[src/hdl/sync_serial_pkg.sv]
// constants and carriers for the serial port clock generator and status
// assumes a 32-bit Avalon-MM slave with one register per aligned word
package sync_serial_pkg;
	localparam logic [4:0] OFS_RELOAD = 5'h00;
	localparam logic [4:0] OFS_BUFFER = 5'h04;
	localparam logic [4:0] OFS_CTRL1  = 5'h08;
	localparam logic [4:0] OFS_CTRL2  = 5'h0C;
	localparam logic [4:0] OFS_CTRL3  = 5'h10;
	localparam logic [4:0] OFS_MASK   = 5'h14;
	localparam logic [4:0] OFS_STATUS = 5'h18;
	localparam logic [4:0] OFS_FLAGS  = 5'h1C;
	localparam int C1_WRITE_COLLISION  = 7;
	localparam int C1_EN    = 5;
	localparam int C2_STAT  = 6;
	localparam int C2_ACK_SEQUENCE_ENABLE = 4;
	localparam int C2_RECEIVE_ENABLE  = 3;
	localparam int C2_PEN   = 2;
	localparam int C2_RESTART_ENABLE  = 1;
	localparam int C2_SEN   = 0;
	localparam int ST_SMP   = 7;
	localparam int ST_CKE   = 6;
	localparam int FL_PORT  = 0;
	localparam int FL_COLL  = 1;
	localparam logic [3:0] MODE_MASTER = 4'h8;
	localparam logic [3:0] MODE_SLV10  = 4'h7;
	localparam logic [3:0] MODE_SLV10S = 4'hF;
	localparam logic [7:0] RST_BYTE    = 8'h00;
	localparam logic [3:0] TX_BITS     = 4'h9;
	localparam logic [3:0] RX_BITS     = 4'h8;
	typedef struct packed {
		logic scl_out;
		logic scl_oe_n;
		logic sda_out;
		logic sda_oe_n;
	} pad_out_t;
	typedef struct packed {
		logic slew_limit_en;
		logic smbus_levels;
		logic spi_sample_end;
		logic spi_tx_idle_edge;
	} pin_cfg_t;
endpackage

[src/hdl/sync_serial_port.sv]
// serial port master: baud generator, stop sequence, status register
// assumes scl_in/sda_in already synchronous to ref_clk; open-drain pads
// Summary of operation
// - after releasing SDA and count expiry, SDA low means bus collision
// - SCL low before SDA goes high during stop means bus collision
// - stop drives SDA low, releases SCL, loads generator when SCL high
// - buffer write starts the generator counting from twice the reload value plus one
// - when an operation ends the generator stops, SCL keeps its level
// - generator reloads twice per serial clock period
// - status bit 7 picks SPI sample point; cleared by software in slave
// - in I2C status bit 7 disables slew limiting when one
// - in SPI status bit 6 selects transmit clock edge
// - in I2C status bit 6 selects SMBus input thresholds
// - status bit 5 shows last byte was data, zero for address
// - status bit 4 shows stop seen last; cleared by reset or disable
// - status bit 3 shows start seen last; cleared by reset or disable
// - in slave mode bit 2 holds captured direction until start, stop or a sent byte left unacknowledged
// - in master mode bit 2 shows transmit busy; busy ORs enable bits
// - status bit 1 asks software for a new address in 10-bit mode
// - buffer full set when a reception completes
// - on transmit buffer full holds during data bits only
// - clean stop releases SDA, sets stop seen, then clears enable, sets irq
// - collision sets flag, releases lines, aborts stop, goes idle
// - buffer write during a stop sets write collision, data kept
//
// Decided for this implementation: the Avalon-MM interface to the registers and the placing of the registers.
`timescale 1ns/1ps
module sync_serial_port (
	input  wire logic                      ref_clk,
	input  wire logic                      reset_n,
	input  wire logic [4:0]                avs_address,
	input  wire logic                      avs_read,
	input  wire logic                      avs_write,
	input  wire logic [31:0]               avs_writedata,
	output logic [31:0]                    avs_readdata,
	output logic                           avs_waitrequest,
	input  wire logic                      scl_in,
	input  wire logic                      sda_in,
	output sync_serial_pkg::pad_out_t      pads,
	output sync_serial_pkg::pin_cfg_t      pin_cfg,
	output logic                           port_busy
);
	import sync_serial_pkg::*;

	typedef enum logic [3:0] {
		S_IDLE, S_BIT_LOW, S_BIT_WAIT, S_BIT_HIGH,
		S_STP_SDA, S_STP_LOW, S_STP_SCL, S_STP_HIGH, S_STP_REL, S_STP_END
	} state_t;

	function automatic logic [8:0] phase_len(input logic [7:0] rv);
		phase_len = {rv, 1'b1};
	endfunction

	state_t      state_ff;
	state_t      nxt_state;
	logic        ack_ff;
	logic [7:0]  reload_ff;
	logic [7:0]  buffer_ff;
	logic [5:0]  ctrl1_ff;
	logic        write_collision_ff;
	logic [7:0]  ctrl2_ff;
	logic [7:0]  ctrl3_ff;
	logic [7:0]  mask_ff;
	logic [1:0]  cfg_ff;
	logic        data_ff;
	logic        stop_seen_ff;
	logic        start_seen_ff;
	logic        rw_ff;
	logic        ua_ff;
	logic        full_ff;
	logic        tx_busy_ff;
	logic        first_ff;
	logic [1:0]  irq_ff;
	logic [8:0]  cnt_ff;
	logic        run_ff;
	logic        scl_low_ff;
	logic        sda_low_ff;
	logic        scl_q_ff;
	logic        sda_q_ff;
	logic [7:0]  shift_ff;
	logic [3:0]  bits_ff;
	logic        rx_ff;
	logic [31:0] rd_mux;

	// one wait cycle per access: the answer comes at the second edge
	wire wr      = avs_write & ack_ff;
	wire wr_rel  = wr & (avs_address == OFS_RELOAD);
	wire wr_buf  = wr & (avs_address == OFS_BUFFER);
	wire wr_c1   = wr & (avs_address == OFS_CTRL1);
	wire wr_c2   = wr & (avs_address == OFS_CTRL2);
	wire wr_c3   = wr & (avs_address == OFS_CTRL3);
	wire wr_msk  = wr & (avs_address == OFS_MASK);
	wire wr_st   = wr & (avs_address == OFS_STATUS);
	wire wr_fl   = wr & (avs_address == OFS_FLAGS);
	wire rd_buf  = avs_read & ack_ff & (avs_address == OFS_BUFFER);
	wire [7:0] wd = avs_writedata[7:0];

	wire en      = ctrl1_ff[C1_EN];
	wire [3:0] mode = ctrl1_ff[3:0];
	wire master  = en & (mode == MODE_MASTER);
	wire i2c     = mode[3] | mode[2] & mode[1];
	wire ten_bit = (mode == MODE_SLV10) | (mode == MODE_SLV10S);
	wire stop_enable     = ctrl2_ff[C2_PEN];
	wire receive_enable    = ctrl2_ff[C2_RECEIVE_ENABLE];
	wire in_stop = (state_ff >= S_STP_SDA);

	wire brg_to   = run_ff & (cnt_ff == 9'h000);
	wire tx_go    = wr_buf & master & (state_ff == S_IDLE) & ~stop_enable;
	wire write_collision_set = wr_buf & ~tx_go;
	wire rx_go    = master & receive_enable & (state_ff == S_IDLE) & ~tx_go;
	wire stp_go   = master & stop_enable & (state_ff == S_IDLE) & ~tx_go & ~rx_go;
	wire last_bit = (bits_ff == 4'h1);
	wire ack_next = ~rx_ff & (bits_ff == 4'h2);
	wire [7:0] nxt_shift = {shift_ff[6:0], sda_in};
	wire arb_lost = (state_ff == S_BIT_HIGH) & ~rx_ff & ~sda_low_ff
		& ~sda_in & ~last_bit;
	wire coll_scl = (state_ff == S_STP_HIGH) & ~scl_in
		| (state_ff == S_STP_REL) & ~scl_in & ~sda_in;
	wire coll_sda = (state_ff == S_STP_REL) & brg_to & ~sda_in;
	wire coll     = arb_lost | coll_scl | coll_sda;
	wire stop_ok  = (state_ff == S_STP_END) & brg_to;
	wire bit_done = (state_ff == S_BIT_HIGH) & brg_to & ~arb_lost;
	wire tx_done  = bit_done & last_bit & ~rx_ff;
	wire rx_done  = bit_done & last_bit & rx_ff;
	wire start_det = scl_in & scl_q_ff & sda_q_ff & ~sda_in;
	wire stop_det  = scl_in & scl_q_ff & ~sda_q_ff & sda_in;

	// generator loads: once per low phase, once per high phase
	wire brg_load = tx_go | rx_go
		| (state_ff == S_STP_SDA) & ~sda_in
		| (state_ff == S_BIT_WAIT) & scl_in
		| (state_ff == S_STP_SCL) & scl_in
		| (state_ff == S_STP_HIGH) & brg_to & ~coll
		| (state_ff == S_STP_REL) & brg_to & ~coll
		| bit_done & ~last_bit;
	wire brg_stop = brg_to & ~brg_load;
	// the cycle that sees SCL high already counts toward the high phase
	wire [8:0] load_val = (state_ff == S_BIT_WAIT)
		? phase_len(reload_ff) - 9'h001 : phase_len(reload_ff);

	assign port_busy = tx_busy_ff | ctrl2_ff[C2_SEN] | ctrl2_ff[C2_RESTART_ENABLE]
		| stop_enable | receive_enable | ctrl2_ff[C2_ACK_SEQUENCE_ENABLE];

	// open drain: output always low, enable low only while pulling down
	assign pads.scl_out  = 1'b0;
	assign pads.sda_out  = 1'b0;
	assign pads.scl_oe_n = ~scl_low_ff;
	assign pads.sda_oe_n = ~sda_low_ff;
	assign pin_cfg.slew_limit_en    = i2c & ~cfg_ff[1];
	assign pin_cfg.smbus_levels     = i2c & cfg_ff[0];
	assign pin_cfg.spi_sample_end   = ~i2c & cfg_ff[1];
	assign pin_cfg.spi_tx_idle_edge = ~i2c & cfg_ff[0];
	assign avs_waitrequest = (avs_read | avs_write) & ~ack_ff;

	always_comb begin
		nxt_state = state_ff;
		case (state_ff)
			S_IDLE: begin
				if (tx_go | rx_go)
					nxt_state = S_BIT_LOW;
				else if (stp_go)
					nxt_state = S_STP_SDA;
			end
			S_BIT_LOW:  if (brg_to) nxt_state = S_BIT_WAIT;
			S_BIT_WAIT: if (scl_in) nxt_state = S_BIT_HIGH;
			S_BIT_HIGH: begin
				if (brg_to)
					nxt_state = last_bit ? S_IDLE : S_BIT_LOW;
			end
			S_STP_SDA:  if (~sda_in) nxt_state = S_STP_LOW;
			S_STP_LOW:  if (brg_to) nxt_state = S_STP_SCL;
			S_STP_SCL:  if (scl_in) nxt_state = S_STP_HIGH;
			S_STP_HIGH: if (brg_to) nxt_state = S_STP_REL;
			S_STP_REL:  if (brg_to) nxt_state = S_STP_END;
			S_STP_END:  if (brg_to) nxt_state = S_IDLE;
			default:    nxt_state = S_IDLE;
		endcase
		if (coll | ~en)
			nxt_state = S_IDLE;
	end

	always_comb begin
		rd_mux = 32'h0000_0000;
		if (avs_address == OFS_RELOAD)
			rd_mux[7:0] = reload_ff;
		else if (avs_address == OFS_BUFFER)
			rd_mux[7:0] = buffer_ff;
		else if (avs_address == OFS_CTRL1)
			rd_mux[7:0] = {write_collision_ff, 1'b0, ctrl1_ff};
		else if (avs_address == OFS_CTRL2)
			rd_mux[7:0] = ctrl2_ff;
		else if (avs_address == OFS_CTRL3)
			rd_mux[7:0] = ctrl3_ff;
		else if (avs_address == OFS_MASK)
			rd_mux[7:0] = mask_ff;
		else if (avs_address == OFS_STATUS)
			rd_mux[7:0] = {cfg_ff, data_ff, stop_seen_ff, start_seen_ff,
				master ? tx_busy_ff : rw_ff, ua_ff, full_ff};
		else if (avs_address == OFS_FLAGS)
			rd_mux[1:0] = irq_ff;
	end

	always_ff @(posedge ref_clk) begin
		if (!reset_n) begin
			ack_ff       <= 1'b0;
			avs_readdata <= 32'h0000_0000;
		end else begin
			ack_ff       <= (avs_read | avs_write) & ~ack_ff;
			avs_readdata <= rd_mux;
		end
	end

	// plain software registers; reload values below 3 are not guarded
	always_ff @(posedge ref_clk) begin
		if (!reset_n) begin
			reload_ff <= RST_BYTE;
			ctrl1_ff  <= 6'h00;
			ctrl3_ff  <= RST_BYTE;
			mask_ff   <= RST_BYTE;
			cfg_ff    <= 2'b00;
		end else begin
			if (wr_rel)
				reload_ff <= wd;
			if (wr_c1)
				ctrl1_ff <= wd[5:0];
			if (wr_c3)
				ctrl3_ff <= wd;
			if (wr_msk)
				mask_ff <= wd;
			if (wr_st)
				cfg_ff <= wd[ST_SMP:ST_CKE];
		end
	end

	// write_collision and irq flags: hardware set wins over a software clear
	always_ff @(posedge ref_clk) begin
		if (!reset_n) begin
			write_collision_ff <= 1'b0;
			irq_ff  <= 2'b00;
		end else begin
			write_collision_ff <= write_collision_set | write_collision_ff & ~(wr_c1 & ~wd[C1_WRITE_COLLISION]);
			irq_ff[FL_COLL] <= coll & en
				| irq_ff[FL_COLL] & ~(wr_fl & wd[FL_COLL]);
			irq_ff[FL_PORT] <= stop_ok | tx_done | rx_done
				| irq_ff[FL_PORT] & ~(wr_fl & wd[FL_PORT]);
		end
	end

	// enable bits are refused while the port is busy; hardware clears the stop and receive enables when done, all of them on collision or disable
	always_ff @(posedge ref_clk) begin
		if (!reset_n)
			ctrl2_ff <= RST_BYTE;
		else if (coll | ~en)
			ctrl2_ff <= RST_BYTE;
		else if (wr_c2 & ~port_busy)
			ctrl2_ff <= wd & ~(8'h01 << C2_STAT);
		else begin
			if (stop_ok)
				ctrl2_ff[C2_PEN] <= 1'b0;
			if (rx_done)
				ctrl2_ff[C2_RECEIVE_ENABLE] <= 1'b0;
			if (tx_done)
				ctrl2_ff[C2_STAT] <= sda_in;
		end
	end

	always_ff @(posedge ref_clk) begin
		if (!reset_n) begin
			cnt_ff <= 9'h000;
			run_ff <= 1'b0;
		end else if (brg_load) begin
			cnt_ff <= load_val;
			run_ff <= 1'b1;
		end else if (brg_stop | coll | ~en) begin
			run_ff <= 1'b0;
		end else if (run_ff) begin
			cnt_ff <= cnt_ff - 9'h001;
		end
	end

	always_ff @(posedge ref_clk) begin
		if (!reset_n)
			state_ff <= S_IDLE;
		else
			state_ff <= nxt_state;
	end

	// line drivers hold their level in idle so SCL parks where it was
	always_ff @(posedge ref_clk) begin
		if (!reset_n) begin
			scl_low_ff <= 1'b0;
			sda_low_ff <= 1'b0;
		end else if (coll | ~en) begin
			scl_low_ff <= 1'b0;
			sda_low_ff <= 1'b0;
		end else if (tx_go) begin
			scl_low_ff <= 1'b1;
			sda_low_ff <= ~wd[7];
		end else if (rx_go) begin
			scl_low_ff <= 1'b1;
			sda_low_ff <= 1'b0;
		end else if (stp_go) begin
			scl_low_ff <= 1'b1;
			sda_low_ff <= 1'b1;
		end else if (state_ff == S_BIT_LOW & brg_to) begin
			scl_low_ff <= 1'b0;
		end else if (bit_done) begin
			// the last fall (ninth when sending, eighth when receiving) parks SCL low so the bus stays ours
			scl_low_ff <= 1'b1;
			sda_low_ff <= ~rx_ff & ~ack_next & ~last_bit & ~nxt_shift[7];
		end else if (state_ff == S_STP_LOW & brg_to) begin
			scl_low_ff <= 1'b0;
		end else if (state_ff == S_STP_HIGH & brg_to) begin
			sda_low_ff <= 1'b0;
		end
	end

	always_ff @(posedge ref_clk) begin
		if (!reset_n) begin
			shift_ff <= RST_BYTE;
			bits_ff  <= 4'h0;
			rx_ff    <= 1'b0;
		end else if (tx_go) begin
			shift_ff <= wd;
			bits_ff  <= TX_BITS;
			rx_ff    <= 1'b0;
		end else if (rx_go) begin
			bits_ff  <= RX_BITS;
			rx_ff    <= 1'b1;
		end else if (bit_done) begin
			shift_ff <= nxt_shift;
			bits_ff  <= bits_ff - 4'h1;
		end
	end

	// buffer: refused writes leave it untouched
	always_ff @(posedge ref_clk) begin
		if (!reset_n) begin
			buffer_ff  <= RST_BYTE;
			full_ff    <= 1'b0;
			tx_busy_ff <= 1'b0;
		end else begin
			if (tx_go)
				buffer_ff <= wd;
			else if (rx_done)
				buffer_ff <= nxt_shift;
			if (tx_go | rx_done)
				full_ff <= 1'b1;
			else if (bit_done & ack_next | coll | rd_buf & ~tx_busy_ff)
				full_ff <= 1'b0;
			if (tx_go)
				tx_busy_ff <= 1'b1;
			else if (tx_done | coll | ~en)
				tx_busy_ff <= 1'b0;
		end
	end

	// bus monitor: start and stop seen, byte kind, direction, address update
	always_ff @(posedge ref_clk) begin
		if (!reset_n) begin
			scl_q_ff      <= 1'b1;
			sda_q_ff      <= 1'b1;
			start_seen_ff <= 1'b0;
			stop_seen_ff  <= 1'b0;
			first_ff      <= 1'b0;
			data_ff       <= 1'b0;
			rw_ff         <= 1'b0;
			ua_ff         <= 1'b0;
		end else begin
			scl_q_ff <= scl_in;
			sda_q_ff <= sda_in;
			if (~en) begin
				start_seen_ff <= 1'b0;
				stop_seen_ff  <= 1'b0;
			end else if (start_det) begin
				start_seen_ff <= 1'b1;
				stop_seen_ff  <= 1'b0;
			end else if (stop_det | coll_sda == 1'b0 & stop_ok) begin
				start_seen_ff <= 1'b0;
				stop_seen_ff  <= 1'b1;
			end
			if (start_det)
				first_ff <= 1'b1;
			else if (bit_done & ack_next | rx_done)
				first_ff <= 1'b0;
			if (bit_done & ack_next | rx_done)
				data_ff <= ~first_ff;
			if (start_det | stop_det | tx_done & sda_in)
				rw_ff <= 1'b0;
			else if (bit_done & ack_next & first_ff)
				rw_ff <= shift_ff[6];
			if (ten_bit & first_ff & bit_done & ack_next)
				ua_ff <= 1'b1;
			else if (wr_rel)
				ua_ff <= 1'b0;
		end
	end

	// checks
	logic [8:0] low_len_ff;
	always_ff @(posedge ref_clk) begin
		if (!reset_n || state_ff != S_BIT_LOW)
			low_len_ff <= 9'h001;
		else
			low_len_ff <= low_len_ff + 9'h001;
	end
endmodule

[config.mk]
export PLATFORM = sky130hd
export DESIGN_NAME = sync_serial_port
export DESIGN_NICKNAME = d
export VERILOG_FILES = /design/src/hdl/sync_serial_pkg.sv /design/src/hdl/sync_serial_port.sv
export SDC_FILE = /design/constraint.sdc
export NUM_CORES = 1
export LEC_CHECK = 0
export ABC_AREA = 1
export BUFFER_PORTS_ARGS = -buffer_cell sky130_fd_sc_hd__buf_2
export CAP_MARGIN = 20
export CORE_MARGIN = 8
export CORE_UTILIZATION = 48
export CTS_CLUSTER_SIZE = 28
export DETAILED_ROUTE_END_ITERATION = 10
export GPL_TIMING_DRIVEN = 0
export PLACE_DENSITY = 0.7
export SLEW_MARGIN = 25
export SYNTH_ARGS = -nofsm -noshare
export SYNTH_HDL_FRONTEND = slang
export SYNTH_SLANG_ARGS = --single-unit
[constraint.sdc]
create_clock -name ref_clk -period 3.6 [get_ports ref_clk]
set_clock_uncertainty 0.2 [all_clocks]
set_input_delay 1.08 -clock ref_clk [delete_from_list [all_inputs] [get_ports ref_clk]]
set_output_delay 1.08 -clock ref_clk [all_outputs]
set_load 0.05 [all_outputs]
==> results by group <==
Timing
  • Maximum clock frequency: 350 MHz
  • Remaining max-slew budget at the tightest pin: 58.6%
  • Final number of max-transition violations: 0
  • Final total negative setup slack: 0 ps
  • Transition time at the pin with the least slew margin: 621 ps
  • Final worst-path setup slack: 740 ps
  • Final Cycle Share: 79.5%
  • Fin. Hold Viols: 0
  • Count of endpoints failing setup in the final report: 0
  • Final period demand of the worst path: 2860 ps
  • RSZ-0062 raised after global routing: false

CTS
  • Clk_lat worst skew: 380 ps
  • Clock buffer count from CTS: 9
  • Post-CTS repair timing setup buffer count: 0
  • Hold buffer count at cts: 0
  • Clock tree from TritonCTS: built
  • CTS Root Cell: clkbuf_8
  • CTS clk-pin slew, worst paths: 90 ps
  • Cells resized by post-CTS repair: 0
  • Clk sink count: 98
  • CTS H-Tree Depth: 3
  • Maximum buffer depth of the clock tree: 2

Power
  • Pwr dens: 350 nW/um^2
  • Leakage: 0.00269 uW
  • Worst IR Drop VDD: 204 uV

Worst setup path
  • Endpoint type of the worst setup path: output pin
  • Type of origin of the critical path: flop
  • Critical path peak fanout: 4
  • Kind of critical path: flop to output pin
  • Required time of the worst setup path: 2320 ps
  • Data arrival time of the worst path: 1580 ps

Global route
  • Total overflow reported by the global router: 0
  • Number of global-route vias before repair: 4731
  • Largest net degree at the start of global routing: 15
  • Overall routing resource usage: 21.4%
  • Antenna violations before repair: 0
  • Wire length of the first global-routing pass: 24.3 mm

Job
  • Number of max-cap violations: 0

Synth
  • Post-synth cell types: 40
  • Async set-reset flop share out of synthesis: 0%
  • Flop and latch count out of synthesis: 98
  • Yosys warnings: 0
  • Cell Area, Synth: 5110 um^2
  • Top FF cell, synth: dfxtp_1
  • Mean area per synthesized cell: 6.93 um^2
  • Cells taking the most area after synthesis: dfxtp_1 (38%), nand2_1 (10%), nor2_1 (8.3%), inv_1 (6.1%), o21ai_0 (6.1%)
  • Leading cell type by number of instances after synthesis: nand2_1
  • EDFF count, synth: 0
  • Proportion of netlist area held by the largest area contributor: 38.4%
  • Top cells by instance count after synthesis: nand2_1 (140), nor2_1 (113), dfxtp_1 (98)
  • Synthesized netlist cell count: 737
  • Area leader, netlist: dfxtp_1
  • Sequential element share of the synthesized area: 38.4%

Final layout
  • Layout cell share with drive strength beyond 1: 14.2%
  • Number of nets at the end of the flow: 855
  • Area growth from synthesis to final layout: 12.5%
  • Fraction of the core area covered by cells at the end of the flow: 55.7%
  • Antenna diodes: 0
  • Number of standard cells in the layout, taps in and fillers out: 947

Route
  • DRC violation count after routing: 0
  • Initial drt markers: 468
  • First-pass detailed-route iteration total: 6
  • Via-to-Cell Ratio: 5.30
  • Overall via count from detail_route: 5022
  • Post-DR wirelength/cell: 15.9 um
  • Total length of routed wires: 15.0 mm
  • Number of routed nets with antenna violations: 0

Floorplanning
  • Starting Density: 49.5%
  • Vertical die dimension: 119 um
  • Core Region: 10300 um^2
  • Site Rows: 37
  • Die area: 14200 um^2
  • Die width: 119 um
  • Number of I/O pins: 85

Min path
  • Min-Delay Path Class: flop to flop

Run status
  • Run status: complete, no violations

Placement
  • Detailed placement HPWL: 11.4 mm
  • Dpl cells: 932
  • Port bufs: 34
  • DP Worst Slack: 484 ps
  • GPL Wtd Cong: 0.968
## registers in the layout (all words and copies together) (netlist names), 2 cells and up
name / count
buffer_ff: 8
ctrl1_ff: 6
reload_ff: 8
avs_readdata: 8
shift_ff: 7
cnt_ff: 9
irq_ff: 2
bits_ff: 4
state_ff: 4
cfg_ff: 2
ctrl2_ff: 8
ctrl3_ff: 8
mask_ff: 8
## area by class of cell
| class | count | area, um^2 |
|---|---|---|
| multi-input cells | 535 | 2650 |
| clock inverters | 2 | 35.0 |
| well taps | 136 | 170 |
| plain buffers | 39 | 253 |
| clock buffers | 13 | 169 |
| repair buffers | 34 | 170 |
| inverters | 90 | 338 |
| flip-flops and latches | 98 | 1960 |
| fillers | 1015 | 4580 |
## per-stage QoR
step	area (um^2)	hold slack, ps	total power (uW)
global route	5750	295	2080
finish	5750	271	2010
CTS	5750	270	2020
global placement	5540	249	1280
floorplan	5200	230	1240
detailed placement	5540	256	1280
## critical path, stage by stage, from the launching register on
cell	delay, ps
dfxtp_1	330
inv_1	140
nand4_1	110
nor3_1	270
inv_1	120
buf_2	230
## report_power, final
| group | total [uW] | internal, uW | switching [uW] |
|---|---|---|---|
| registers | 1090 | 1090 | 3.12 |
| clock network | 753 | 374 | 379 |
| logic | 170 | 39.3 | 131 |
## path summary, 6_finish.rpt
check | start | endpoint | slack (ps) | cells after the start
worst max register to register | cnt_ff[0] | buffer_ff[2] | 1330 | 10
worst min-delay path | ctrl2_ff[5] | ctrl2_ff[5] | 270 | 2
worst max-delay path | ctrl2_ff[2] | port_busy | 740 | 5
worst min register to register | ctrl2_ff[5] | ctrl2_ff[5] | 270 | 2
## metal layers
| metal | part of all wire [%] | global-route usage, % | vias to the layer above |
|---|---|---|---|
| li1 | - | - | 2477 |
| met1 | 43 | 25.8 | 2295 |
| met2 | 46 | 34.9 | 203 |
| met3 | 6.3 | 4.82 | 47 |
| met4 | 4.8 | 11.6 | 0 |
| met5 | 0 | 0 | - |
## placed cells by master, fill, tap and decap left out, types with 6 or more instances in the layout
| cell | netlist | layout |
|---|---|---|
| conb_1 | 1 | 26 |
| nand3_1 | 43 | 43 |
| clkbuf_8 | 0 | 12 |
| clkbuf_1 | 8 | 9 |
| nand4_1 | 15 | 15 |
| inv_1 | 83 | 83 |
| o2111ai_1 | 6 | 6 |
| nor2_1 | 113 | 113 |
| nand2_1 | 140 | 140 |
| buf_2 | 4 | 38 |
| a21oi_1 | 60 | 60 |
| xor2_1 | 9 | 9 |
| dfxtp_1 | 98 | 98 |
| nor3_1 | 6 | 6 |
| buf_4 | 27 | 27 |
| nor2_2 | 7 | 7 |
| o21ai_0 | 62 | 62 |
## logic make-up after synthesis
logic type | synth area share [%]
xor+xnor | 1.71
mux | 0.588
simple gates | 31.5
compound gates | 14.9
fa+ha+maj | 1.22
buf+inv | 11.6
other cells | 0.0734
flops | 38.4
Power figures use the tool's default switching activity.
